--- config.mk ---
export PLATFORM = sky130hd
export DESIGN_NAME = bpc_top
export DESIGN_NICKNAME = d
export VERILOG_FILES = /design/src/rtl/bpc_pkg.sv /design/src/rtl/bpc_irq_detect.sv /design/src/rtl/bpc_top.sv
export SDC_FILE = /design/constraint.sdc
export NUM_CORES = 1
export LEC_CHECK = 0
export ABC_AREA = 1
export BUFFER_PORTS_ARGS = -buffer_cell sky130_fd_sc_hd__buf_2
export CAP_MARGIN = 5
export CORE_ASPECT_RATIO = 1.25
export CORE_UTILIZATION = 59
export CTS_CLUSTER_SIZE = 20
export DETAILED_ROUTE_END_ITERATION = 6
export PLACE_DENSITY = 0.84
export SETUP_SLACK_MARGIN = 0.3
export SYNTH_ARGS = -nofsm -noshare
export SYNTH_HDL_FRONTEND = slang
export SYNTH_HIERARCHICAL = 1
export SYNTH_SLANG_ARGS = --single-unit
--- constraint.sdc ---
create_clock -name i_ref_clk -period 3.9 [get_ports i_ref_clk]
set_input_delay 0.78 -clock i_ref_clk [delete_from_list [all_inputs] [get_ports i_ref_clk]]
set_output_delay 0.78 -clock i_ref_clk [all_outputs]
set_load 0.02 [all_outputs]
--- src/rtl/bpc_pkg.sv ---
package bpc_pkg;

	// ------------------------------------------------------------
	// Register offsets (byte address on the plain port)
	// ------------------------------------------------------------
	localparam logic [7:0] ADDR_BP_CONTROL = 8'h00;
	localparam logic [7:0] ADDR_BP_MATCH_LO = 8'h04;
	localparam logic [7:0] ADDR_BP_MATCH_HI = 8'h08;
	localparam logic [7:0] ADDR_CORE_CTRL = 8'h0c;
	localparam logic [7:0] ADDR_PORT_A_ALT = 8'h10;
	localparam logic [7:0] ADDR_IRQ_TRIG = 8'h14;
	localparam logic [7:0] ADDR_PORT_A_OUT = 8'h18;
	localparam logic [7:0] ADDR_PORT_A_OE = 8'h1c;
	localparam logic [7:0] ADDR_IRQ_STATUS = 8'h20;
	localparam logic [7:0] ADDR_IRQ_MASK = 8'h24;
	localparam logic [7:0] ADDR_PORT_A_IN = 8'h28;

	// ------------------------------------------------------------
	// Field positions
	// ------------------------------------------------------------
	localparam int BP_HIT_BIT = 1;
	localparam int BP_ENABLE_BIT = 2;
	localparam int BP_PULSE_MODE_BIT = 3;
	localparam int CCS_CLK_TRISTATE_BIT = 1;
	localparam int CCS_SPEED_LSB = 3;
	localparam int IRQ_STS_BP_HIT = 0;
	localparam int IRQ_STS_EXT0 = 1;
	localparam int IRQ_STS_EXT1 = 2;

	// ------------------------------------------------------------
	// Reset values and widths
	// ------------------------------------------------------------
	localparam logic [7:0] BP_CONTROL_RST = 8'h00;
	localparam logic [7:0] CORE_CTRL_RST = 8'h00;
	localparam logic [1:0] SPEED_12MHZ = 2'h0;
	localparam logic [1:0] SPEED_24MHZ = 2'h1;
	localparam logic [1:0] SPEED_48MHZ = 2'h2;
	localparam logic [15:0] EXT_CODE_LIMIT = 16'h3fff;
	localparam int STS_W = 3;

	// ------------------------------------------------------------
	// Timing
	// ------------------------------------------------------------
	localparam int BP_PULSE_CORE_CLOCKS = 8;
	localparam logic [3:0] BP_PULSE_LEN = 4'(BP_PULSE_CORE_CLOCKS);

	// ------------------------------------------------------------
	// Carriers
	// ------------------------------------------------------------
	typedef struct packed {
		logic [7:0] addr;
		logic [7:0] wdata;
		logic wr;
		logic rd;
	} bpc_bus_req_t;

	typedef struct packed {
		logic [15:0] addr;
		logic code_fetch;
	} bpc_core_bus_t;

	typedef struct packed {
		logic irq0;
		logic irq1;
	} bpc_ext_irq_t;

endpackage : bpc_pkg

--- src/rtl/bpc_irq_detect.sv ---
// One external interrupt input: falling edge or low level
module bpc_irq_detect (
	// Clock and reset
	input wire logic i_ref_clk,
	input wire logic i_rst,
	// Pin and mode
	input wire logic i_sel,
	input wire logic i_pin_n,
	input wire logic i_edge_mode,
	// Result
	output logic o_req,
	output logic o_event
);

	logic prev_n;
	logic next_req;

	always_ff @(posedge i_ref_clk) begin
		if (i_rst) begin
			prev_n <= 1'b1;
		end else begin
			prev_n <= i_sel ? i_pin_n : 1'b1;
		end
	end

	// Edge mode sees only the high-to-low step; level follows the pin
	always_comb begin
		if (!i_sel) begin
			next_req = 1'b0;
		end else if (i_edge_mode) begin
			next_req = prev_n && !i_pin_n;
		end else begin
			next_req = !i_pin_n;
		end
	end

	always_ff @(posedge i_ref_clk) begin
		if (i_rst) begin
			o_req <= 1'b0;
		end else begin
			o_req <= next_req;
		end
	end

	// Event pulse for the sticky status: one per edge or level entry
	assign o_event = i_sel && prev_n && !i_pin_n;

endmodule : bpc_irq_detect

--- src/rtl/bpc_top.sv ---
module bpc_top (
	// Clock and reset
	input wire logic i_ref_clk,
	input wire logic i_rst_n,
	// Register port
	input wire bpc_pkg::bpc_bus_req_t i_bus,
	output logic [7:0] o_rdata,
	// Core address bus and fetch routing
	input wire bpc_pkg::bpc_core_bus_t i_core,
	input wire logic i_ext_code_select,
	output logic o_fetch_external,
	// Breakpoint
	output logic o_breakpoint_out,
	// Clock output pin
	output logic o_core_clock_out,
	output logic o_core_clock_out_oe_n,
	output logic [1:0] o_core_speed,
	// Port A bits 0 and 1
	input wire logic [1:0] i_port_a_in,
	output logic [1:0] o_port_a_out,
	output logic [1:0] o_port_a_oe_n,
	// Interrupts
	output bpc_pkg::bpc_ext_irq_t o_ext_irq,
	output logic o_irq
);

	// ------------------------------------------------------------
	// Reset
	// ------------------------------------------------------------
	logic rst;
	assign rst = !i_rst_n;

	// ------------------------------------------------------------
	// Registers
	// ------------------------------------------------------------
	logic bp_enable_bit;
	logic bp_pulse_mode_bit;
	logic bp_hit;
	logic [15:0] bp_match_address;
	logic [7:0] core_control_status;
	logic [1:0] port_a_alt_config;
	logic [1:0] irq_trigger_type;
	logic [1:0] port_a_out;
	logic [1:0] port_a_oe;
	logic [bpc_pkg::STS_W-1:0] irq_status;
	logic [bpc_pkg::STS_W-1:0] irq_mask;
	logic [3:0] pulse_cnt;
	logic bp_latched;
	logic bp_match;
	logic bp_event;
	logic [1:0] ext_req;
	logic [1:0] ext_event;
	logic [bpc_pkg::STS_W-1:0] sts_set;

	function automatic logic hit(input logic [7:0] a, input logic [7:0] off);
		hit = (a == off);
	endfunction : hit

	logic wr_ctrl;
	logic rd_sts;
	assign wr_ctrl = i_bus.wr && hit(i_bus.addr, bpc_pkg::ADDR_BP_CONTROL);
	assign rd_sts = i_bus.rd && hit(i_bus.addr, bpc_pkg::ADDR_IRQ_STATUS);

	// ------------------------------------------------------------
	// Breakpoint comparator
	// ------------------------------------------------------------
	// Address is compared every cycle regardless of target memory
	assign bp_match = (i_core.addr == bp_match_address);
	assign bp_event = bp_enable_bit && bp_match;

	always_ff @(posedge i_ref_clk) begin
		if (rst) begin
			bp_enable_bit <= bpc_pkg::BP_CONTROL_RST[bpc_pkg::BP_ENABLE_BIT];
			bp_pulse_mode_bit <=
				bpc_pkg::BP_CONTROL_RST[bpc_pkg::BP_PULSE_MODE_BIT];
		end else if (wr_ctrl) begin
			bp_enable_bit <= i_bus.wdata[bpc_pkg::BP_ENABLE_BIT];
			bp_pulse_mode_bit <= i_bus.wdata[bpc_pkg::BP_PULSE_MODE_BIT];
		end
	end

	// Hit flag: a new match beats a write-one clear in the same cycle
	always_ff @(posedge i_ref_clk) begin
		if (rst) begin
			bp_hit <= 1'b0;
		end else if (bp_event) begin
			bp_hit <= 1'b1;
		end else if (wr_ctrl && i_bus.wdata[bpc_pkg::BP_HIT_BIT]) begin
			bp_hit <= 1'b0;
		end
	end

	// Pulse counter counts reference clocks, so length is the same at every speed
	always_ff @(posedge i_ref_clk) begin
		if (rst || !bp_enable_bit) begin
			pulse_cnt <= 4'h0;
		end else if (bp_event && bp_pulse_mode_bit && pulse_cnt == 4'h0) begin
			pulse_cnt <= bpc_pkg::BP_PULSE_LEN;
		end else if (pulse_cnt != 4'h0) begin
			pulse_cnt <= pulse_cnt - 4'h1;
		end
	end

	always_ff @(posedge i_ref_clk) begin
		if (rst || !bp_enable_bit) begin
			bp_latched <= 1'b0;
		end else if (bp_event && !bp_pulse_mode_bit) begin
			bp_latched <= 1'b1;
		end else if (wr_ctrl && i_bus.wdata[bpc_pkg::BP_HIT_BIT]) begin
			bp_latched <= 1'b0;
		end
	end

	always_ff @(posedge i_ref_clk) begin
		if (rst) begin
			o_breakpoint_out <= 1'b0;
		end else begin
			o_breakpoint_out <= bp_enable_bit &&
				(bp_latched || pulse_cnt != 4'h0);
		end
	end

	// ------------------------------------------------------------
	// Match address, core control, port A config
	// ------------------------------------------------------------
	// Bytes land one at a time: disable the comparator while both
	// halves are rewritten, or a half-new address may match
	always_ff @(posedge i_ref_clk) begin
		if (rst) begin
			bp_match_address <= 16'h0000;
		end else if (i_bus.wr) begin
			if (hit(i_bus.addr, bpc_pkg::ADDR_BP_MATCH_LO)) begin
				bp_match_address[7:0] <= i_bus.wdata;
			end
			if (hit(i_bus.addr, bpc_pkg::ADDR_BP_MATCH_HI)) begin
				bp_match_address[15:8] <= i_bus.wdata;
			end
		end
	end

	always_ff @(posedge i_ref_clk) begin
		if (rst) begin
			core_control_status <= bpc_pkg::CORE_CTRL_RST;
		end else if (i_bus.wr && hit(i_bus.addr, bpc_pkg::ADDR_CORE_CTRL)) begin
			core_control_status <= i_bus.wdata;
		end
	end

	always_ff @(posedge i_ref_clk) begin
		if (rst) begin
			port_a_alt_config <= 2'h0;
			irq_trigger_type <= 2'h0;
			port_a_out <= 2'h0;
			port_a_oe <= 2'h0;
		end else if (i_bus.wr) begin
			case (i_bus.addr)
				bpc_pkg::ADDR_PORT_A_ALT: port_a_alt_config <= i_bus.wdata[1:0];
				bpc_pkg::ADDR_IRQ_TRIG: irq_trigger_type <= i_bus.wdata[1:0];
				bpc_pkg::ADDR_PORT_A_OUT: port_a_out <= i_bus.wdata[1:0];
				bpc_pkg::ADDR_PORT_A_OE: port_a_oe <= i_bus.wdata[1:0];
				default: begin
				end
			endcase
		end
	end

	always_ff @(posedge i_ref_clk) begin
		if (rst) begin
			irq_mask <= '0;
		end else if (i_bus.wr && hit(i_bus.addr, bpc_pkg::ADDR_IRQ_MASK)) begin
			irq_mask <= i_bus.wdata[bpc_pkg::STS_W-1:0];
		end
	end

	// ------------------------------------------------------------
	// Code fetch routing
	// ------------------------------------------------------------
	always_ff @(posedge i_ref_clk) begin
		if (rst) begin
			o_fetch_external <= 1'b0;
		end else begin
			o_fetch_external <= i_core.code_fetch &&
				(i_ext_code_select ||
				i_core.addr > bpc_pkg::EXT_CODE_LIMIT);
		end
	end

	// ------------------------------------------------------------
	// Clock output
	// ------------------------------------------------------------
	// Divider from the reference; 48 MHz toggles every reference clock, the same rate as 24 MHz
	logic [1:0] div_cnt;
	logic [1:0] speed;
	assign speed = core_control_status[bpc_pkg::CCS_SPEED_LSB +: 2];

	always_ff @(posedge i_ref_clk) begin
		if (rst) begin
			div_cnt <= 2'h0;
		end else begin
			div_cnt <= div_cnt + 2'h1;
		end
	end

	always_ff @(posedge i_ref_clk) begin
		if (rst) begin
			o_core_clock_out <= 1'b0;
			o_core_speed <= bpc_pkg::SPEED_12MHZ;
		end else begin
			o_core_speed <= speed;
			case (speed)
				bpc_pkg::SPEED_24MHZ: o_core_clock_out <= div_cnt[0];
				bpc_pkg::SPEED_48MHZ: o_core_clock_out <= !o_core_clock_out;
				default: o_core_clock_out <= div_cnt[1];
			endcase
		end
	end

	always_ff @(posedge i_ref_clk) begin
		if (rst) begin
			o_core_clock_out_oe_n <= 1'b0;
		end else begin
			o_core_clock_out_oe_n <=
				core_control_status[bpc_pkg::CCS_CLK_TRISTATE_BIT];
		end
	end

	// ------------------------------------------------------------
	// Port A bits 0 and 1
	// ------------------------------------------------------------
	genvar g;
	generate
		for (g = 0; g < 2; g++) begin : g_pa
			// Alternate function forces input so the pin can be sampled
			assign o_port_a_oe_n[g] = port_a_alt_config[g] || !port_a_oe[g];
			assign o_port_a_out[g] = port_a_out[g];
			bpc_irq_detect u_det (
				.i_ref_clk(i_ref_clk),
				.i_rst(rst),
				.i_sel(port_a_alt_config[g]),
				.i_pin_n(i_port_a_in[g]),
				.i_edge_mode(irq_trigger_type[g]),
				.o_req(ext_req[g]),
				.o_event(ext_event[g])
			);
		end
	endgenerate

	assign o_ext_irq.irq0 = ext_req[0];
	assign o_ext_irq.irq1 = ext_req[1];

	// ------------------------------------------------------------
	// Interrupt status
	// ------------------------------------------------------------
	assign sts_set = {ext_event[1], ext_event[0], bp_event};

	// Set wins over clear-on-read so no event is lost
	always_ff @(posedge i_ref_clk) begin
		if (rst) begin
			irq_status <= '0;
		end else begin
			irq_status <= (rd_sts ? '0 : irq_status) | sts_set;
		end
	end

	assign o_irq = |(irq_status & irq_mask);

	// ------------------------------------------------------------
	// Read data
	// ------------------------------------------------------------
	always_ff @(posedge i_ref_clk) begin
		if (rst) begin
			o_rdata <= 8'h00;
		end else if (i_bus.rd) begin
			case (i_bus.addr)
				bpc_pkg::ADDR_BP_CONTROL: o_rdata <= {4'h0, bp_pulse_mode_bit,
					bp_enable_bit, bp_hit, 1'b0};
				bpc_pkg::ADDR_BP_MATCH_LO: o_rdata <= bp_match_address[7:0];
				bpc_pkg::ADDR_BP_MATCH_HI: o_rdata <= bp_match_address[15:8];
				bpc_pkg::ADDR_CORE_CTRL: o_rdata <= core_control_status;
				bpc_pkg::ADDR_PORT_A_ALT: o_rdata <= {6'h00, port_a_alt_config};
				bpc_pkg::ADDR_IRQ_TRIG: o_rdata <= {6'h00, irq_trigger_type};
				bpc_pkg::ADDR_PORT_A_OUT: o_rdata <= {6'h00, port_a_out};
				bpc_pkg::ADDR_PORT_A_OE: o_rdata <= {6'h00, port_a_oe};
				bpc_pkg::ADDR_IRQ_STATUS: o_rdata <= {5'h00, irq_status};
				bpc_pkg::ADDR_IRQ_MASK: o_rdata <= {5'h00, irq_mask};
				bpc_pkg::ADDR_PORT_A_IN: o_rdata <= {6'h00, i_port_a_in};
				default: o_rdata <= 8'h00;
			endcase
		end else begin
			o_rdata <= 8'h00;
		end
	end

endmodule : bpc_top

Yosys cells after proc, flatten, opt, wreduce, memory -nomap -nowiden
Cells that the tools add are included.
W data, S select, Z words.
{"block": "word_totals", "regBits": 66, "elab_cells": 101, "input_bits": 40, "output_inout_bits": 21}
{"block": "op_classes", "addsub": 2, "eq_ne": 13, "bitwise": 2, "reduce_logical": 47, "n_mux": 10, "n_lt_le_gt_ge": 1}
{"op": "$pmux W8 S11", "n": 1}
{"op": "$eq A8 B5 Y1 const B", "n": 4}
{"op": "$eq A8 B6 Y1 const B", "n": 3}
{"op": "$reduce_and A2 Y1", "n": 9}
{"op": "$logic_and A1 B1 Y1", "n": 17}
{"op": "$eq A16 B16 Y1", "n": 1}
{"op": "$eq A8 B4 Y1 const B", "n": 2}
{"op": "$gt A16 B14 Y1 const B", "n": 1}
{"op": "$eq A8 B3 Y1 const B", "n": 1}
{"op": "$logic_not A1 Y1", "n": 8}
{"op": "$logic_not A8 Y1", "n": 1}
{"op": "$mux W4", "n": 2}
{"op": "$reduce_bool A2 Y1", "n": 3}
{"op": "$logic_or A1 B1 Y1", "n": 5}
{"op": "$mux W1", "n": 5}
{"op": "$logic_not A4 Y1", "n": 1}
{"op": "$reduce_bool A4 Y1", "n": 1}
{"op": "$sub A4 B1 Y4 const B", "n": 1}
{"op": "$and A3 B3 Y3", "n": 1}
{"op": "$mux W3", "n": 1}
{"op": "$or A3 B3 Y3", "n": 1}
{"op": "$reduce_or A3 Y1", "n": 1}
{"op": "$add A2 B1 Y2 const B", "n": 1}
{"op": "$eq A2 B1 Y1 const B", "n": 1}
{"op": "3 further kinds", "n": 3}

Longest topological paths before layout
{"block": "depth", "ltp_word": 5, "depth_mapped": 10, "depth_no_buf": 10}

Cells and area by module
The synthesis kept the hierarchy.
{"mod": "bpc_top", "cells_each": 439, "instances": 1, "seq_area_each_um2": 1241.2, "area_each_um2": 2970.3}
{"mod": "bpc_irq_detect", "cells_each": 10, "instances": 2, "seq_area_each_um2": 40.0, "area_each_um2": 78.8}

Worst setup path after synthesis
Ideal clock, no wire load.
{"block": "synth_timing", "path_type": "in2reg", "from": "input i_bus[17] (netlist name)", "to": "register bp_match_address[7]", "t_arrival_ps": 1659, "setup_time_ps": 117, "path_stages": 9, "n_path_buf": 1, "slack_ps": 2124, "required_ps": 3783, "path_cell_list": "nor2_4 -> nand3_4 -> nor2_4 -> inv_2 -> nor2_4 -> inv_2 -> buf_6 -> o21ai_1 -> a21oi_1"}
{"block": "synth_via", "elab_chain_cells": 2}
{"element": "start: declaration", "line_no": "bpc_top.sv:6", "source": "input wire bpc_pkg::bpc_bus_req_t i_bus,"}
{"element": "$eq A8 B3 Y1", "line_no": "bpc_top.sv:56", "source": "hit = (a == off);"}
{"element": "$reduce_and A2 Y1 (no source line)"}
{"element": "end signal: assignment", "line_no": "bpc_top.sv:133", "source": "bp_match_address[7:0] <= i_bus.wdata;"}
{"element": "end: declaration", "line_no": "bpc_top.sv:39", "source": "logic [15:0] bp_match_address;"}
Every way passes these cells.
A chain may end at the register's enable or synchronous reset.

Worst setup path in the final report
{"block": "layout_timing", "from": "register port_a_alt_config[0]", "to": "output o_port_a_oe_n[0]"}
{"block": "layout_via", "elab_chain_cells": 1}
{"element": "start: declaration", "line_no": "bpc_top.sv:41", "source": "logic [1:0] port_a_alt_config;"}
{"element": "start signal: assignment", "line_no": "bpc_top.sv:157", "source": "bpc_pkg::ADDR_PORT_A_ALT: port_a_alt_config <= i_bus.wdata[1:0];"}
{"element": "$logic_or A1 B1 Y1", "line_no": "bpc_top.sv:234", "source": "assign o_port_a_oe_n[g] = port_a_alt_config[g] || !port_a_oe[g];"}
{"element": "end: declaration", "line_no": "bpc_top.sv:21", "source": "output logic [1:0] o_port_a_oe_n,"}
Every way passes these cells.

==> flow_metrics.py <==
metrics = {
    "clock_network": {
        "cts.htree.levels": 3,
        "ctsResizeCount": 0,
        "clk_latency_ps": 350,
        "cts.path.max_buffers": 2,
        "cts_root_buf": "clkbuf_8",
        "postCtsHoldBufs": 0,
        "cts_tree": "built",
        "path_clk_slew_ps": 70,
        "numCtsBuffers": 9,
        "numClockSinks": 66,
        "cts_setup_buffers": 0,
    },
    "die": {
        "dieArea_um2": 5600,
        "chipWidth_um": 67.1,
        "std_cell_rows": 29,
        "initial_utilization": 0.616,
        "die_h_um": 83.4,
        "ioPinCount": 61,
        "core_um2": 5080,
    },
    "synth": {
        "synthMuxAreaShare": 0.00320,
        "synth_top_family_by_area": "simple AND/OR/NAND/NOR gates",
        "synthAdderAreaFrac": 0.0160,
        "yosysWarnings": 6,
        "synth_area_per_cell_um2": 6.81,
        "ys_ff_latch": 66,
        "ys_types": 31,
        "synth_xor_area_frac": 0.0168,
        "netlist_instances": 459,
        "synth_seq_area_share": 0.422,
        "synth-compound-area-share": 0.130,
        "synthSimpleGateAreaFrac": 0.308,
        "synth_area_um2": 3130,
        "syn-num-nets": 503,
    },
    "setup_path": {
        "worstPathMaxFanout": 5,
        "crit_slowest_cell": "dfxtp_1",
        "path_cells": "or2_2 -> buf_2",
        "critPathRequiredTime_ps": 3120,
        "slowest_delay_ps": 380,
        "start_kind": "flop",
        "end_kind": "output pin",
        "arrival_ps": 1200,
        "worst-setup-path-type": "reg -> out",
    },
    "global_routing": {
        "grt_max_degree": 39,
        "grt_overflow": 0,
        "grt_util_all_layers": 0.316,
        "first_global_vias": 2950,
        "grt_antenna_before_repair": 0,
        "grt_pass1_wl_mm": 13.3,
    },
    "final_layout": {
        "fillerInstances": 427,
        "final_nets": 564,
        "diodes": 0,
        "utilization": 0.727,
        "drive_gt1_frac": 0.183,
        "syn2layout_area_growth_pct": 18.0,
    },
    "drt": {
        "avgRoutedWirePerCell_um": 13.6,
        "drc": 0,
        "wirelength_mm": 7.98,
        "drtAntennaViolNets": 0,
        "dr.pass1.iters": 5,
        "drtIter0Drc": 241,
        "via_per_inst": 5.35,
        "vias": 3138,
    },
    "sta": {
        "min_period_ps": 1980,
        "period_share": 0.507,
        "setup_violations": 0,
        "fin_setup_tns_ps": 0,
        "maxSlewViolCount": 0,
        "relSlewSlack": 0.585,
        "rsz0062_at_grt": "false",
        "skew_ps": 4.77,
        "clock.fmax_ghz": 0.506,
        "hold_slack_ps": 449,
        "fin_ws_ps": 1920,
        "hold_viol_final": 0,
        "worst_pin_slew_ps": 622,
    },
    "pwr": {
        "leakage_nw": 1.73,
        "vdd_drop_max_uv": 262,
        "powerDensity_nw_per_um2": 397,
    },
    "flow_run": {
        "max_cap_viol_count": 0,
    },
    "status": {
        "status": "completed",
    },
    "place": {
        "port_buffers": 60,
        "dp_slack_ps": 1660,
        "finalWeightedCongestion": 0.920,
        "dpl.hpwl_mm": 5.85,
    },
    "hold_path": {
        "hp-class": "reg -> reg",
    },
}
## cells in the final DEF (no fill, tap or decap), types with 5 or more instances in the layout
master / n
a21oi_1: 32
buf_2: 60
clkbuf_8: 9
dfxtp_1: 66
inv_1: 68
nand2_1: 105
nand3_1: 22
nor2_1: 72
nor2_4: 5
o21ai_0: 37
## per-stage QoR
stage	power, W	instance area [um2]	std cells
after floorplan	0.000739	3130	459
after global routing	0.00150	3690	587
after CTS	0.00146	3690	587
final	0.00146	3690	587
after detailed placement	0.000778	3450	571
after global placement	0.000776	3450	571
## worst max-delay path: cells and delay by family (launching register included)
kind                   cells  cell delay [ps]
and+or+nand+nor            1              320
DFF                        1              380
buffers and inverters      1              160
## Yosys cell counts (all sizes together)
cell type  instances  share of area
nand2            106           0.13
nor2              80           0.11
inv               72          0.086
dfxtp             66           0.42
o21ai             41          0.067
a21oi             32          0.051
nand3             26          0.050
buf                5          0.012
clkbuf             5         0.0060
ha                 4          0.016
nand4              4         0.0080
xnor2              4          0.011
nor3               3         0.0048
o211ai             2         0.0048
or2                2         0.0040
xor2               2         0.0056
mux2i              1         0.0032
nand3b             1         0.0024
o21a               1         0.0024
o22ai              1         0.0020
o31ai              1         0.0024
## per-layer routing
layer  part of all wire  track usage  vias to the layer above
li1                   -            -                     1551
met1               0.41        0.376                     1433
met2               0.50        0.531                      131
met3              0.055       0.0536                       23
met4              0.028        0.151                        0
met5                  0            0                        -
## power breakdown
part	total (W)	switching, W	internal (W)
clock network	0.000700	0.000276	0.000424
registers	0.000680	0.00000255	0.000678
logic	0.0000840	0.0000538	0.0000302
## registers in the layout (all words and copies together) (netlist names), 3 cells and up
| register | count |
|---|---|
| irq_mask | 3 |
| bp_match_address | 16 |
| core_control_status | 8 |
| o_rdata | 8 |
| pulse_cnt | 4 |
| irq_status | 3 |
## cell type report
class,instances,area [um2],share of cell area
Multi-Input combinational cell,311,1480,0.401
Timing Repair Buffer,60,300,0.0814
Tap cell,62,77.6,0.0210
Clock buffer,9,124,0.0336
Sequential cell,66,1320,0.358
Clock inverter,7,116,0.0315
Inverter,72,270,0.0732
## cell families (layout without fill, tap and decap cells)
| family | Yosys count | count (layout) |
|---|---|---|
| AO/OA/AOI/OAI | 78 | 78 |
| XOR/XNOR | 6 | 6 |
| adder cells (fa/ha/maj) | 4 | 4 |
| buffers and inverters | 82 | 148 |
| flip-flops | 66 | 66 |
| multiplexers | 1 | 1 |
| AND/OR/NAND/NOR | 222 | 222 |
## path summary, 6_finish.rpt
check / startpoint / end / slack (ps) / depth (start not counted)
hold reg to reg: core_control_status[1]$_SDFFE_PN0P_ / o_core_clock_out_oe_n$_SDFF_PN0_ / 450 / 2
setup reg to reg: pulse_cnt[0]$_SDFFE_PP0P_ / pulse_cnt[1]$_SDFFE_PP0P_ / 2450 / 7
hold / removal: core_control_status[1]$_SDFFE_PN0P_ / o_core_clock_out_oe_n$_SDFF_PN0_ / 450 / 2
setup / recovery: port_a_alt_config[0]$_SDFFE_PN0P_ / o_port_a_oe_n[0] / 1920 / 2
No activity file was read; power rests on OpenSTA's default activity.
